[src/rtl/flame_sup_pkg.sv]
// Package: constants and carriers for the flame monitor supervisor
package flame_sup_pkg;

  // ****************************************************************
  // Register map (word addresses)
  // ****************************************************************
  localparam logic [11:0] ADDR_STATUS    = 12'h80e;
  localparam logic [11:0] ADDR_ERROR_CH  = 12'h810;
  localparam logic [11:0] ADDR_MINMAX    = 12'h813;
  localparam logic [11:0] ADDR_RMS       = 12'h814;
  localparam logic [11:0] ADDR_SAMPLES   = 12'h815;
  localparam logic [11:0] ADDR_SAMP_LAST = 12'h854;
  localparam logic [11:0] ADDR_TAG_ERROR = 12'h8f0;

  // ****************************************************************
  // Field positions
  // ****************************************************************
  localparam int STAT_SPAN   = 7;
  localparam int STAT_FLAME  = 5;
  localparam int STAT_HARM   = 4;
  localparam int STAT_RANGE  = 3;
  localparam int STAT_SWDIFF = 2;
  localparam int STAT_FREQ   = 1;
  localparam int STAT_INTENS = 0;
  localparam int ERR_SRC_BIT = 7;

  localparam int NUM_SAMPLES = 128;

  // ****************************************************************
  // Timing
  // ****************************************************************
  localparam longint CLK_HZ         = 100000000;
  localparam longint MISMATCH_S     = 8;
  localparam longint HARMONIC_S     = 10;
  localparam longint MISMATCH_CYC   = MISMATCH_S * CLK_HZ;
  localparam longint HARMONIC_CYC   = HARMONIC_S * CLK_HZ;
  localparam longint BLINK_HALF_MS  = 250;
  localparam longint BLINK_HALF_CYC = BLINK_HALF_MS * CLK_HZ / 1000;
  localparam logic [7:0] CAUSE_SWITCH = 8'h02;
  localparam logic [7:0] CURRENT_4MA  = 8'h00;
  localparam logic [7:0] CURRENT_72MA = 8'h20;

  typedef enum logic [1:0] {
    ST_RUN,
    ST_LOCKED
  } sup_state_e;

  typedef struct packed {
    logic       span_4_20;
    logic       flame;
    logic       flicker_on;
    logic       range_b;
    logic       setting_mismatch;
    logic [7:0] freq_threshold;
    logic [7:0] freq_value;
    logic       fault;
    logic [7:0] fault_cause;
    logic [6:0] error_code;
  } chan_in_s;

  typedef struct packed {
    logic [7:0] min_v;
    logic [7:0] max_v;
    logic [7:0] rms_v;
  } sample_stats_s;

endpackage : flame_sup_pkg

[src/rtl/flame_monitor_supervisor.sv]
// Supervisor: status bytes, error tagging, samples, lockout and LEDs
//
// Functional notes
// - Each channel status byte holds span, unused, flame, harmonic, range, switch difference, frequency and intensity flags from the top bit down.
// - The error byte carries the source channel in bit 7 (1 = channel one) and the 7-bit error code below it.
// - Minimum, maximum and RMS of the last complete 128-sample record are reported.
// - Samples are packed two per word from word 0x815 to 0x854, even sample high, odd sample low.
// - A detected fault locks out, drops both relays, lights the error LED and blinks the power LED.
// - During lockout the power LED blinks a count equal to the fault cause code.
// - A reset key press acknowledges the fault, darkens all LEDs and restarts monitoring.
// - After a power cycle or reset key press the relays drop and monitoring restarts from the start.
// - A channel setting mismatch lights the switch error LED and after more than 8 s causes a shutdown.
// - A flicker frequency constant for 10 s forces flame off, blinks the frequency LED and sets current to CURRENT_72MA on 4-20 span, else CURRENT_4MA.
// - Harmonic detection is off whenever the frequency threshold is zero.
`timescale 1ns/10ps
module flame_monitor_supervisor
  import flame_sup_pkg::*;
#(
  parameter longint MISMATCH_LIMIT = MISMATCH_CYC,
  parameter longint HARMONIC_LIMIT = HARMONIC_CYC,
  parameter longint BLINK_HALF     = BLINK_HALF_CYC
)(
  input  wire logic        CLK,
  input  wire logic        RST_N,
  input  wire logic        CE,
  input  wire logic        RESET_KEY,
  input  chan_in_s         CH_ONE,
  input  chan_in_s         CH_TWO,
  input  wire logic        SAMPLE_VALID,
  input  wire logic [7:0]  SAMPLE,
  input  wire logic        RECORD_START,
  input  wire logic        RD_EN,
  input  wire logic [11:0] RD_ADDR,
  output logic      [15:0] RD_DATA,
  output logic             RD_VALID,
  output logic             FLAME_RELAY,
  output logic             READY_RELAY,
  output logic             LED_ERROR,
  output logic             LED_POWER,
  output logic             LED_SWITCH,
  output logic             LED_FREQ,
  output logic       [7:0] CURRENT_OUT
);

  // ****************************************************************
  // Declarations
  // ****************************************************************
  sup_state_e    state_reg;
  logic [7:0]    cause_reg;
  logic [6:0]    err_code_reg;
  logic          err_src_reg;
  logic [31:0]   mismatch_cnt_reg;
  logic [31:0]   harm_cnt_reg;
  logic [7:0]    last_freq_reg;
  logic          harm_reg;
  logic [7:0]    samples_reg [NUM_SAMPLES];
  logic [6:0]    wr_idx_reg;
  logic [31:0]   blink_cnt_reg;
  logic [7:0]    pulse_cnt_reg;
  logic          blink_phase_reg;
  logic [2:0]    gap_cnt_reg;
  logic          freq_blink_reg;
  sample_stats_s stats;
  logic          mismatch;
  logic          mismatch_trip;
  logic          harm_enable;
  logic          fault_any;
  logic          blink_tick;

  assign mismatch    = CH_ONE.setting_mismatch | CH_TWO.setting_mismatch;
  assign mismatch_trip = mismatch && mismatch_cnt_reg >= 32'(MISMATCH_LIMIT);
  assign harm_enable = CH_ONE.freq_threshold != 8'h00;
  assign fault_any   = CH_ONE.fault | CH_TWO.fault | mismatch_trip;
  assign blink_tick  = blink_cnt_reg >= 32'(BLINK_HALF - 1);

  function automatic logic [7:0] status_byte(input chan_in_s c,
                                             input logic h);
    logic [7:0] s;
    s = 8'h00;
    s[STAT_SPAN]   = c.span_4_20;
    s[STAT_FLAME]  = c.flame & ~h;
    s[STAT_HARM]   = h;
    s[STAT_RANGE]  = c.range_b;
    s[STAT_SWDIFF] = c.setting_mismatch;
    s[STAT_FREQ]   = c.flicker_on;
    s[STAT_INTENS] = c.flame;
    return s;
  endfunction : status_byte

  // ****************************************************************
  // Statistics
  // ****************************************************************
  sample_stats u_stats (
    .CLK          (CLK),
    .RST_N        (RST_N),
    .CE           (CE),
    .SAMPLE_VALID (SAMPLE_VALID),
    .SAMPLE       (SAMPLE),
    .RECORD_START (RECORD_START),
    .STATS        (stats)
  );

  // ****************************************************************
  // Sample buffer
  // ****************************************************************
  always_ff @(posedge CLK) begin
    if (!RST_N) begin
      wr_idx_reg <= 7'h00;
    end else if (CE) begin
      if (RECORD_START) begin
        wr_idx_reg <= 7'h00;
      end else if (SAMPLE_VALID) begin
        samples_reg[wr_idx_reg] <= SAMPLE;
        wr_idx_reg <= wr_idx_reg + 7'h01;
      end
    end
  end

  // ****************************************************************
  // Supervisor state
  // ****************************************************************
  always_ff @(posedge CLK) begin
    if (!RST_N) begin
      state_reg    <= ST_RUN;
      cause_reg    <= 8'h00;
      err_code_reg <= 7'h00;
      err_src_reg  <= 1'b0;
    end else if (CE) begin
      case (state_reg)
        ST_RUN: begin
          if (fault_any) begin
            state_reg <= ST_LOCKED;
            err_src_reg <= CH_ONE.fault;
            if (CH_ONE.fault) begin
              cause_reg    <= CH_ONE.fault_cause;
              err_code_reg <= CH_ONE.error_code;
            end else if (CH_TWO.fault) begin
              cause_reg    <= CH_TWO.fault_cause;
              err_code_reg <= CH_TWO.error_code;
            end else begin
              cause_reg    <= CAUSE_SWITCH;
              err_code_reg <= 7'h00;
            end
          end
        end
        ST_LOCKED: begin
          if (RESET_KEY) state_reg <= ST_RUN;
        end
        default: state_reg <= ST_RUN;
      endcase
    end
  end

  // ****************************************************************
  // Switch mismatch timer
  // ****************************************************************
  always_ff @(posedge CLK) begin
    if (!RST_N) begin
      mismatch_cnt_reg <= 32'h0;
    end else if (CE) begin
      if (!mismatch || state_reg != ST_RUN)
        mismatch_cnt_reg <= 32'h0;
      else if (!mismatch_trip)
        mismatch_cnt_reg <= mismatch_cnt_reg + 32'h1;
    end
  end

  // ****************************************************************
  // Harmonic detection
  // ****************************************************************
  always_ff @(posedge CLK) begin
    if (!RST_N) begin
      harm_cnt_reg  <= 32'h0;
      last_freq_reg <= 8'h00;
      harm_reg      <= 1'b0;
    end else if (CE) begin
      last_freq_reg <= CH_ONE.freq_value;
      if (!harm_enable || state_reg != ST_RUN || RESET_KEY) begin
        harm_cnt_reg <= 32'h0;
        harm_reg     <= 1'b0;
      end else if (CH_ONE.freq_value != last_freq_reg) begin
        harm_cnt_reg <= 32'h0;
        harm_reg     <= 1'b0;
      end else if (harm_cnt_reg >= 32'(HARMONIC_LIMIT - 1)) begin
        harm_reg <= 1'b1;
      end else begin
        harm_cnt_reg <= harm_cnt_reg + 32'h1;
      end
    end
  end

  // ****************************************************************
  // Blink timing
  // ****************************************************************
  // Pulse train: cause pulses then a dark pause of five half periods
  always_ff @(posedge CLK) begin
    if (!RST_N) begin
      blink_cnt_reg   <= 32'h0;
      pulse_cnt_reg   <= 8'h00;
      blink_phase_reg <= 1'b0;
      gap_cnt_reg     <= 3'h0;
      freq_blink_reg  <= 1'b0;
    end else if (CE) begin
      if (blink_tick) begin
        blink_cnt_reg  <= 32'h0;
        freq_blink_reg <= ~freq_blink_reg;
        if (state_reg != ST_LOCKED) begin
          pulse_cnt_reg   <= 8'h00;
          blink_phase_reg <= 1'b0;
          gap_cnt_reg     <= 3'h0;
        end else if (gap_cnt_reg != 3'h0) begin
          gap_cnt_reg <= gap_cnt_reg - 3'h1;
        end else if (!blink_phase_reg) begin
          blink_phase_reg <= 1'b1;
        end else begin
          blink_phase_reg <= 1'b0;
          if (pulse_cnt_reg + 8'h01 >= cause_reg) begin
            pulse_cnt_reg <= 8'h00;
            gap_cnt_reg   <= 3'h4;
          end else begin
            pulse_cnt_reg <= pulse_cnt_reg + 8'h01;
          end
        end
      end else begin
        blink_cnt_reg <= blink_cnt_reg + 32'h1;
      end
    end
  end

  // ****************************************************************
  // Outputs
  // ****************************************************************
  always_ff @(posedge CLK) begin
    if (!RST_N) begin
      FLAME_RELAY <= 1'b0;
      READY_RELAY <= 1'b0;
      LED_ERROR   <= 1'b0;
      LED_POWER   <= 1'b0;
      LED_SWITCH  <= 1'b0;
      LED_FREQ    <= 1'b0;
      CURRENT_OUT <= 8'h00;
    end else if (CE) begin
      if (RESET_KEY) begin
        FLAME_RELAY <= 1'b0;
        READY_RELAY <= 1'b0;
        LED_ERROR   <= 1'b0;
        LED_POWER   <= 1'b0;
        LED_SWITCH  <= 1'b0;
        LED_FREQ    <= 1'b0;
      end else if (state_reg == ST_LOCKED) begin
        FLAME_RELAY <= 1'b0;
        READY_RELAY <= 1'b0;
        LED_ERROR   <= 1'b1;
        LED_POWER   <= blink_phase_reg;
      end else begin
        FLAME_RELAY <= CH_ONE.flame & CH_TWO.flame & ~harm_reg;
        READY_RELAY <= 1'b1;
        LED_ERROR   <= 1'b0;
        LED_POWER   <= 1'b1;
        LED_SWITCH  <= mismatch;
        LED_FREQ    <= harm_reg ? freq_blink_reg : CH_ONE.flicker_on;
        if (harm_reg)
          CURRENT_OUT <= CH_ONE.span_4_20 ? CURRENT_72MA : CURRENT_4MA;
        else
          CURRENT_OUT <= CH_ONE.flame ? 8'hff : 8'h00;
      end
    end
  end

  // ****************************************************************
  // Register reads
  // ****************************************************************
  always_ff @(posedge CLK) begin
    if (!RST_N) begin
      RD_DATA  <= 16'h0000;
      RD_VALID <= 1'b0;
    end else if (CE) begin
      RD_VALID <= RD_EN;
      if (RD_EN) begin
        if (RD_ADDR == ADDR_STATUS)
          RD_DATA <= {status_byte(CH_ONE, harm_reg),
                      status_byte(CH_TWO, harm_reg)};
        else if (RD_ADDR == ADDR_TAG_ERROR)
          RD_DATA <= {8'h00, err_src_reg, err_code_reg};
        else if (RD_ADDR == ADDR_MINMAX)
          RD_DATA <= {stats.min_v, stats.max_v};
        else if (RD_ADDR == ADDR_RMS)
          RD_DATA <= {stats.rms_v, 8'h00};
        else if (RD_ADDR >= ADDR_SAMPLES && RD_ADDR <= ADDR_SAMP_LAST)
          RD_DATA <= {samples_reg[{6'(RD_ADDR - ADDR_SAMPLES), 1'b0}],
                      samples_reg[{6'(RD_ADDR - ADDR_SAMPLES), 1'b1}]};
        else
          RD_DATA <= 16'h0000;
      end
    end
  end

  // ****************************************************************
  // Checks
  // ****************************************************************
  chk_lock_relays: assert property (@(posedge CLK) disable iff (!RST_N)
    CE && state_reg == ST_LOCKED && !RESET_KEY
      |=> !FLAME_RELAY && !READY_RELAY && LED_ERROR)
    else $error("relays not dropped in lockout");

  chk_key_dark: assert property (@(posedge CLK) disable iff (!RST_N)
    CE && RESET_KEY |=> !LED_ERROR && !LED_POWER && !LED_FREQ)
    else $error("LEDs lit after reset key");

  chk_harm_off: assert property (@(posedge CLK) disable iff (!RST_N)
    CE && !harm_enable |=> !harm_reg)
    else $error("harmonic set while disabled");

  chk_harm_flame: assert property (@(posedge CLK) disable iff (!RST_N)
    CE && harm_reg && state_reg == ST_RUN && !RESET_KEY |=> !FLAME_RELAY)
    else $error("flame relay on with harmonic");

  chk_mismatch_led: assert property (@(posedge CLK) disable iff (!RST_N)
    CE && mismatch && state_reg == ST_RUN && !RESET_KEY |=> LED_SWITCH)
    else $error("switch LED dark on mismatch");

  chk_trip_lock: assert property (@(posedge CLK) disable iff (!RST_N)
    CE && mismatch_trip && state_reg == ST_RUN |=> state_reg == ST_LOCKED)
    else $error("mismatch did not lock out");

  chk_lock_hold: assert property (@(posedge CLK) disable iff (!RST_N)
    state_reg == ST_LOCKED && !RESET_KEY |=> state_reg == ST_LOCKED)
    else $error("lockout left without reset");

  chk_err_tag: assert property (@(posedge CLK) disable iff (!RST_N)
    CE && state_reg == ST_RUN && CH_ONE.fault
      |=> err_src_reg && err_code_reg == $past(CH_ONE.error_code))
    else $error("error byte mistagged");

endmodule : flame_monitor_supervisor

[src/rtl/sample_stats.sv]
// Sample statistics over a record of raw sensor samples
`timescale 1ns/10ps
module sample_stats
  import flame_sup_pkg::*;
(
  input  wire logic          CLK,
  input  wire logic          RST_N,
  input  wire logic          CE,
  input  wire logic          SAMPLE_VALID,
  input  wire logic [7:0]    SAMPLE,
  input  wire logic          RECORD_START,
  output sample_stats_s      STATS
);

  logic [7:0]  min_reg;
  logic [7:0]  max_reg;
  logic [22:0] sq_sum_reg;
  logic [7:0]  cnt_reg;

  // Both factors widened first so the product keeps all 16 bits
  function automatic logic [15:0] square(input logic [7:0] v);
    return 16'(v) * 16'(v);
  endfunction : square

  function automatic logic [7:0] isqrt(input logic [15:0] v);
    logic [7:0] r;
    r = 8'h00;
    for (int b = 7; b >= 0; b--) begin
      r[b] = 1'b1;
      if (square(r) > v) begin
        r[b] = 1'b0;
      end
    end
    return r;
  endfunction : isqrt

  // Stats freeze at record end so reads see the last complete record's figures
  always_ff @(posedge CLK) begin
    if (!RST_N) begin
      min_reg    <= 8'hff;
      max_reg    <= 8'h00;
      sq_sum_reg <= 23'h0;
      cnt_reg    <= 8'h00;
      STATS      <= '0;
    end else if (CE) begin
      if (RECORD_START) begin
        min_reg    <= 8'hff;
        max_reg    <= 8'h00;
        sq_sum_reg <= 23'h0;
        cnt_reg    <= 8'h00;
      end else if (SAMPLE_VALID && cnt_reg < 8'(NUM_SAMPLES)) begin
        if (SAMPLE < min_reg) min_reg <= SAMPLE;
        if (SAMPLE > max_reg) max_reg <= SAMPLE;
        sq_sum_reg <= sq_sum_reg + 23'(square(SAMPLE));
        cnt_reg    <= cnt_reg + 8'h01;
        if (cnt_reg == 8'(NUM_SAMPLES - 1)) begin
          STATS.min_v <= (SAMPLE < min_reg) ? SAMPLE : min_reg;
          STATS.max_v <= (SAMPLE > max_reg) ? SAMPLE : max_reg;
          STATS.rms_v <= isqrt(16'((sq_sum_reg
                           + 23'(square(SAMPLE))) >> 7));
        end
      end
    end
  end

endmodule : sample_stats

[config.mk]
export PLATFORM = sky130hd
export DESIGN_NAME = flame_monitor_supervisor
export DESIGN_NICKNAME = d
export VERILOG_FILES = /design/src/rtl/flame_sup_pkg.sv /design/src/rtl/flame_monitor_supervisor.sv /design/src/rtl/sample_stats.sv
export SDC_FILE = /design/constraint.sdc
export NUM_CORES = 2
export LEC_CHECK = 0
export BUFFER_PORTS_ARGS = -buffer_cell sky130_fd_sc_hd__buf_2
export CAP_MARGIN = 20
export CORE_MARGIN = 1.5
export CORE_UTILIZATION = 60
export DETAILED_ROUTE_END_ITERATION = 16
export PLACE_DENSITY = 0.77
export SETUP_SLACK_MARGIN = 0.2
export SLEW_MARGIN = 20
export SYNTH_ARGS = -nofsm -noshare
export SYNTH_HDL_FRONTEND = slang
export SYNTH_SLANG_ARGS = --single-unit
export TNS_END_PERCENT = 30
[constraint.sdc]
create_clock -name CLK -period 43.5 [get_ports CLK]
set_clock_uncertainty 0.15 [all_clocks]
set_input_delay 8.7 -clock CLK [delete_from_list [all_inputs] [get_ports CLK]]
set_output_delay 8.7 -clock CLK [all_outputs]
set_load 0.005 [all_outputs]
### After elaboration in Yosys (flattened, before gate mapping)

Memory sizes are Yosys's and may differ from the RTL's.
Cells that the tools add are included.

| word-level totals | value |
|---|---|
| output and inout port bits | 31 |
| bits of input ports | 101 |
| bits in writable memories | 1024 |
| memories kept | 1 |
| logic and storage cells | 231 |
| bits in registers | 245 |

| operators by class | value |
|---|---|
| $mul | 8 |
| bitwise gates (word level) | 12 |
| mux-type cells | 108 |
| $add $sub $neg | 9 |
| reduce and logical (&&, ||, !) cells | 33 |
| equal/unequal tests | 13 |
| order comparisons | 17 |

Memories:

| memory | depth | width | read ports | clocked after memory_dff | write ports | RTL line | RTL |
|---|---|---|---|---|---|---|---|
| samples_reg | 128 | 8 | 2 | 0 | 1 | flame_monitor_supervisor.sv:56 | `logic [7:0] samples_reg [NUM_SAMPLES];` |

Operator list:

| operator | count |
|---|---|
| $mux 32 | 6 |
| $mux 8 | 16 |
| $gt 16x16->1 | 7 |
| $add 32x1->32 const B | 3 |
| $mux 16 | 5 |
| $mux 1 | 67 |
| $ge 32x30->1 const B | 2 |
| $eq 12x12->1 const B | 4 |
| $mux 23 | 2 |
| $ge 32x25->1 const B | 1 |
| $mul 8x8->16 | 2 |
| $mux 7 | 4 |
| $add 23x16->23 | 1 |
| $add 8x1->8 const B | 2 |
| $gt 15x16->1 const A | 1 |
| $reduce_and 2->1 | 8 |
| $mul 7x7->14 | 1 |
| $ge 12x12->1 const B | 1 |
| $le 12x12->1 const B | 1 |
| $mul 6x6->12 | 1 |
| $mux 3 | 4 |
| $reduce_and 3->1 | 4 |
| $reduce_and 4->1 | 3 |
| $reduce_bool 3->1 | 4 |
| other kinds (29) | 50 |

### Depth between registers and ports, before layout

| logic depth | value |
|---|---|
| depth in word-level cells | 60 |
| mapped depth | 146 |
| depth with buffers taken out | 143 |

### By module

A second synthesis with hierarchy kept.

| unflattened totals | value |
|---|---|
| cell total of the unflattened synthesis | 4121 |
| area total of the unflattened synthesis | 58770.1 µm² |

Modules (own cells, without submodules):

| module | instances | sequential area each (µm²) | cells an instance | area each (µm²) |
|---|---|---|---|---|
| flame_monitor_supervisor | 1 | 34092.7 | 2857 | 48069.9 |
| sample_stats | 1 | 1421.4 | 1264 | 10700.3 |

### Least setup slack after synthesis

No wires, ideal clock.

| timing path | value |
|---|---|
| kind | input to register |
| start point | input SAMPLE[5] |
| end point | register u_stats.STATS[0] (netlist bit) |
| slack | 6153 ps |
| stages | 133 |
| path buffers | 3 |
| data arrival time | 37127 ps |
| required time | 43280 ps |
| library setup time | 70 ps |
| cell sequence | clkbuf_1 > and2_1 > fa_1 > fa_1 > fa_1 > inv_1 > fa_1 > inv_1 > ha_1 > buf_2 > nand2_1 > o211a_1 > or3_1 > a21oi_1 > xnor2_1 > and2_1 > clkbuf_1 > inv_1 > [97 not listed] > a21oi_1 > o21ai_0 > a21oi_1 > nand2b_1 > a21boi_0 > nor2_1 > xnor2_1 > ha_1 > a21o_1 > a21o_1 > a21o_1 > a21o_1 > a21o_1 > a31oi_1 > nand4b_1 > or2_2 > mux2i_1 > o21bai_1 |

| between the ends | value |
|---|---|
| longest elaborated chain between the ends | 60 |

Ends and longest elaborated chain:

| what | RTL line | RTL |
|---|---|---|
| from (decl) | flame_monitor_supervisor.sv:30 | `input wire logic [7:0] SAMPLE,` |
| $mul 8x8->16 * | sample_stats.sv:22 | `return 16'(v) * 16'(v);` |
| $add 23x16->23 * | sample_stats.sv:60 | `+ 23'(square(SAMPLE))) >> 7));` |
| $gt 15x16->1 | sample_stats.sv:30 | `if (square(r) > v) begin` |
| $mux 1 | sample_stats.sv:30 |  |
| $mux 1 | sample_stats.sv:56 | `if (cnt_reg == 8'(NUM_SAMPLES - 1)) begin` |
| $mux 1 | sample_stats.sv:51 | `end else if (SAMPLE_VALID && cnt_reg < 8'(NUM_SAMPLES)) begin` |
| $mux 1 | sample_stats.sv:46 | `if (RECORD_START) begin` |
| $mux 1 | sample_stats.sv:45 | `end else if (CE) begin` |
| [44 not listed] | n/a |  |
| $mux 1 | sample_stats.sv:56 |  |
| $mux 1 | sample_stats.sv:51 |  |
| $mux 1 | sample_stats.sv:46 |  |
| $mux 1 | sample_stats.sv:45 |  |
| $mux 1 | sample_stats.sv:39 | `if (!RST_N) begin` |
| $mul 8x8->16 | sample_stats.sv:22 |  |
| $gt 16x16->1 * | sample_stats.sv:30 |  |
| $mux 1 * | sample_stats.sv:30 |  |
| to (decl) | sample_stats.sv:12 | `output sample_stats_s STATS` |

Mark *: on every way between the ends. The rest lies on a longest branch, timed or not. The select of a mux whose other input is x is not followed.
A chain may end at the register's enable or synchronous reset.

### Final worst setup path

Ends and elaborated chain as after synthesis.

==> metrics <==
Post-Syn Instances 3854; clock buffer depth 3; Nets 4365; DP Cell Count 5111; Crit. Startpoint SAMPLE[5]; layout cell share with drive strength beyond 1 0.177; Final Wtd Congestion 0.846; largest net degree at the start of global routing between 100 and 150; Power Density between 70 and 80 mW/mm^2; part of the power in registers 0.291; I/O pin cnt 132; # DRC 0; TNS Setup 0 ps; fin. max-slew vios 0; Routed wire per std cell about 25 um; Area Overhead vs Synth 10.4%; post-synth top area share 0.531; routed via count between 30000 and 40000; Slowest-stage cell, CP nor2_1; number of H-tree levels 3; crit-path max cell delay 850 ps; Fillers 6267; initial DRC count 4207; reg2reg start u_stats.sq_sum_reg[6]; main area contributors after synthesis edfxtp_1 (53%), mux4_2 (12%), dfxtp_1 (8.2%), ha_1 (4.6%), fa_1 (2.9%); CP Max Fanout 80; Hold WS 306 ps; drt first pass iters 6; CTS Sinks 1262; CP Launch Type primary input; CTS tree yes; Worst Hold Launch LED_SWITCH; max-capacitance violation count 0; Num CTS Buffers 119; Antenna Nets Post-Route 0; Post-CTS Setup Bufs 0; synth cell count leaders edfxtp_1 (1024), nor2_1 (414), mux4_2 (320); RSZ-0062 raised after global routing no; initial core utilization 0.608; total die area 0.0984 mm^2; Worst-Margin Slew 1170 ps; Critical Path RT between 40000 and 50000 ps; syn nets 4249; hold-fix buffers at CTS 0; Sw Pwr 1.67 mW; initial antenna violation count 3; hold violation total from the final report 0; Leakage Power 22.7 nW; minimum clock period 40740 ps; Detailed Route WL between 100000 and 150000 um; Critical Path End Type flip-flop; largest area contributor in the netlist edfxtp_1; most frequent cell after synthesis edfxtp_1; highest clock rate 24.5 MHz; fraction of the cycle the final worst path needs 0.936; fraction of registers with async set/reset 0; vias per inst between 6 and 7; Reg clk slew, reported paths roughly 70 ps; Worst path most repeated cell ha_1; final setup vio count 0; Ys Warns 0; worst hold path type reg -> reg; WP data arrival between 40000 and 50000 ps; CP Class in -> reg; CORE AREA 0.0953 mm^2; synthesis-stage register bit count 1262; Largest register FFs approximately 1000; area of the multi-input gates 0.0210 mm^2; die height about 310 um; port bufs 115; switching part of the total 0.370; Combinational Power Share 0.473; synthesized area per cell 15.0 um^2; vias in the first global route 34200; first-pass GRT wire length a little over 200000 um; Post-synth top flop edfxtp_1; worst IR drop on VDD between 0.3 and 0.4 mV; Max-Slew Margin vs Limit 0.219; Sequential cell area 0.0355 mm^2; Post-synth EDFFs roughly 1000; fin cells 5338; Post-DP HPWL around 82000 um; FP Rows 113; synth unique cells 85; chip width 314 um; internal cell power approximately 2.8 mW; Clock Latency Late Sink 730 ps; remaining global-route overflow 0; GRT Overall Usage 0.279; overall power ~4.5 mW; Clock Power Share 0.236; Root Driver clkbuf_16; outcome completed; Seq/Total Area, Yosys 0.613; post-CTS sizing 0; synthesized cell area ~0.058 mm^2
## area by class of cell
| cell class | instances | area share |
|---|---|---|
| antenna | 2 | 0.0000783 |
| clock buffer | 147 | 0.0492 |
| clock inverter | 75 | 0.0135 |
| inverter | 217 | 0.0128 |
| multi-input combinational | 2207 | 0.328 |
| sequential | 1262 | 0.555 |
| tap | 1265 | 0.0247 |
| timing repair buffer | 163 | 0.0160 |
## power groups by stage
stage	Clock [mW]	Combinational, mW	Sequential, mW
after CTS	1.07	2.12	1.31
after floorplan	0	1.60	1.34
after detailed placement	0	2.10	1.34
final	1.06	2.13	1.31
after global routing	1.12	2.46	1.31
after global placement	0	2.08	1.34
## critical path: cells and delay by family
family	cells	cell delay, ps
XOR/XNOR	8	1210
adder cells (fa/ha/maj)	34	13100
AO/OA/AOI/OAI	41	7200
AND/OR/NAND/NOR	33	7120
multiplexers	2	220
buffers and inverters	20	3480
## per-stage QoR
stage / instance area (um^2) / util / setup WS (ps)
finish: 64000 / 0.671 / 2760
floorplan: 57900 / - / 6150
detailed placement: 59900 / 0.628 / 2300
global placement: 59800 / 0.628 / 2590
global route: 64000 / 0.671 / 295
CTS: 63900 / 0.670 / 2860
## final timing paths
path	slack (ps)	cells past startpoint	endpoint
setup reg to reg	11690	136	u_stats.STATS[0]
setup / recovery	2760	138	u_stats.STATS[0]
hold / removal	310	2	LED_SWITCH
hold reg to reg	310	2	LED_SWITCH
## cell families after synthesis
kind of cell | synth area share
buf+inv | 0.0257
compound gates | 0.0554
fa+ha+maj | 0.0743
simple gates | 0.0714
flops | 0.613
xor+xnor | 0.0239
mux | 0.136
## cells in the final DEF (no fill, tap or decap), types with 49 or more instances in the layout
master / synthesis / final
nand2_1: 165 / 163
a21oi_1: 115 / 115
nor2_1: 414 / 414
inv_1: 213 / 213
buf_4: 6 / 49
dfxtp_1: 238 / 238
buf_2: 9 / 106
ha_1: 211 / 210
mux2i_1: 49 / 49
a21o_1: 49 / 49
o21ai_0: 84 / 81
mux4_2: 320 / 320
xor2_1: 88 / 87
clkbuf_16: 0 / 121
fa_1: 83 / 83
edfxtp_1: 1024 / 1024
nand3_1: 56 / 56
xnor2_1: 68 / 65
## routing by layer
layer / global-route usage / up-vias / part of all wire
li1: - / 14900 / -
met1: 0.387 / 17100 / 0.39
met2: 0.444 / 1762 / 0.48
met3: 0.0614 / 245 / 0.10
met4: 0.0903 / 0 / 0.026
met5: 0 / - / 0
Power figures use the tool's default switching activity.
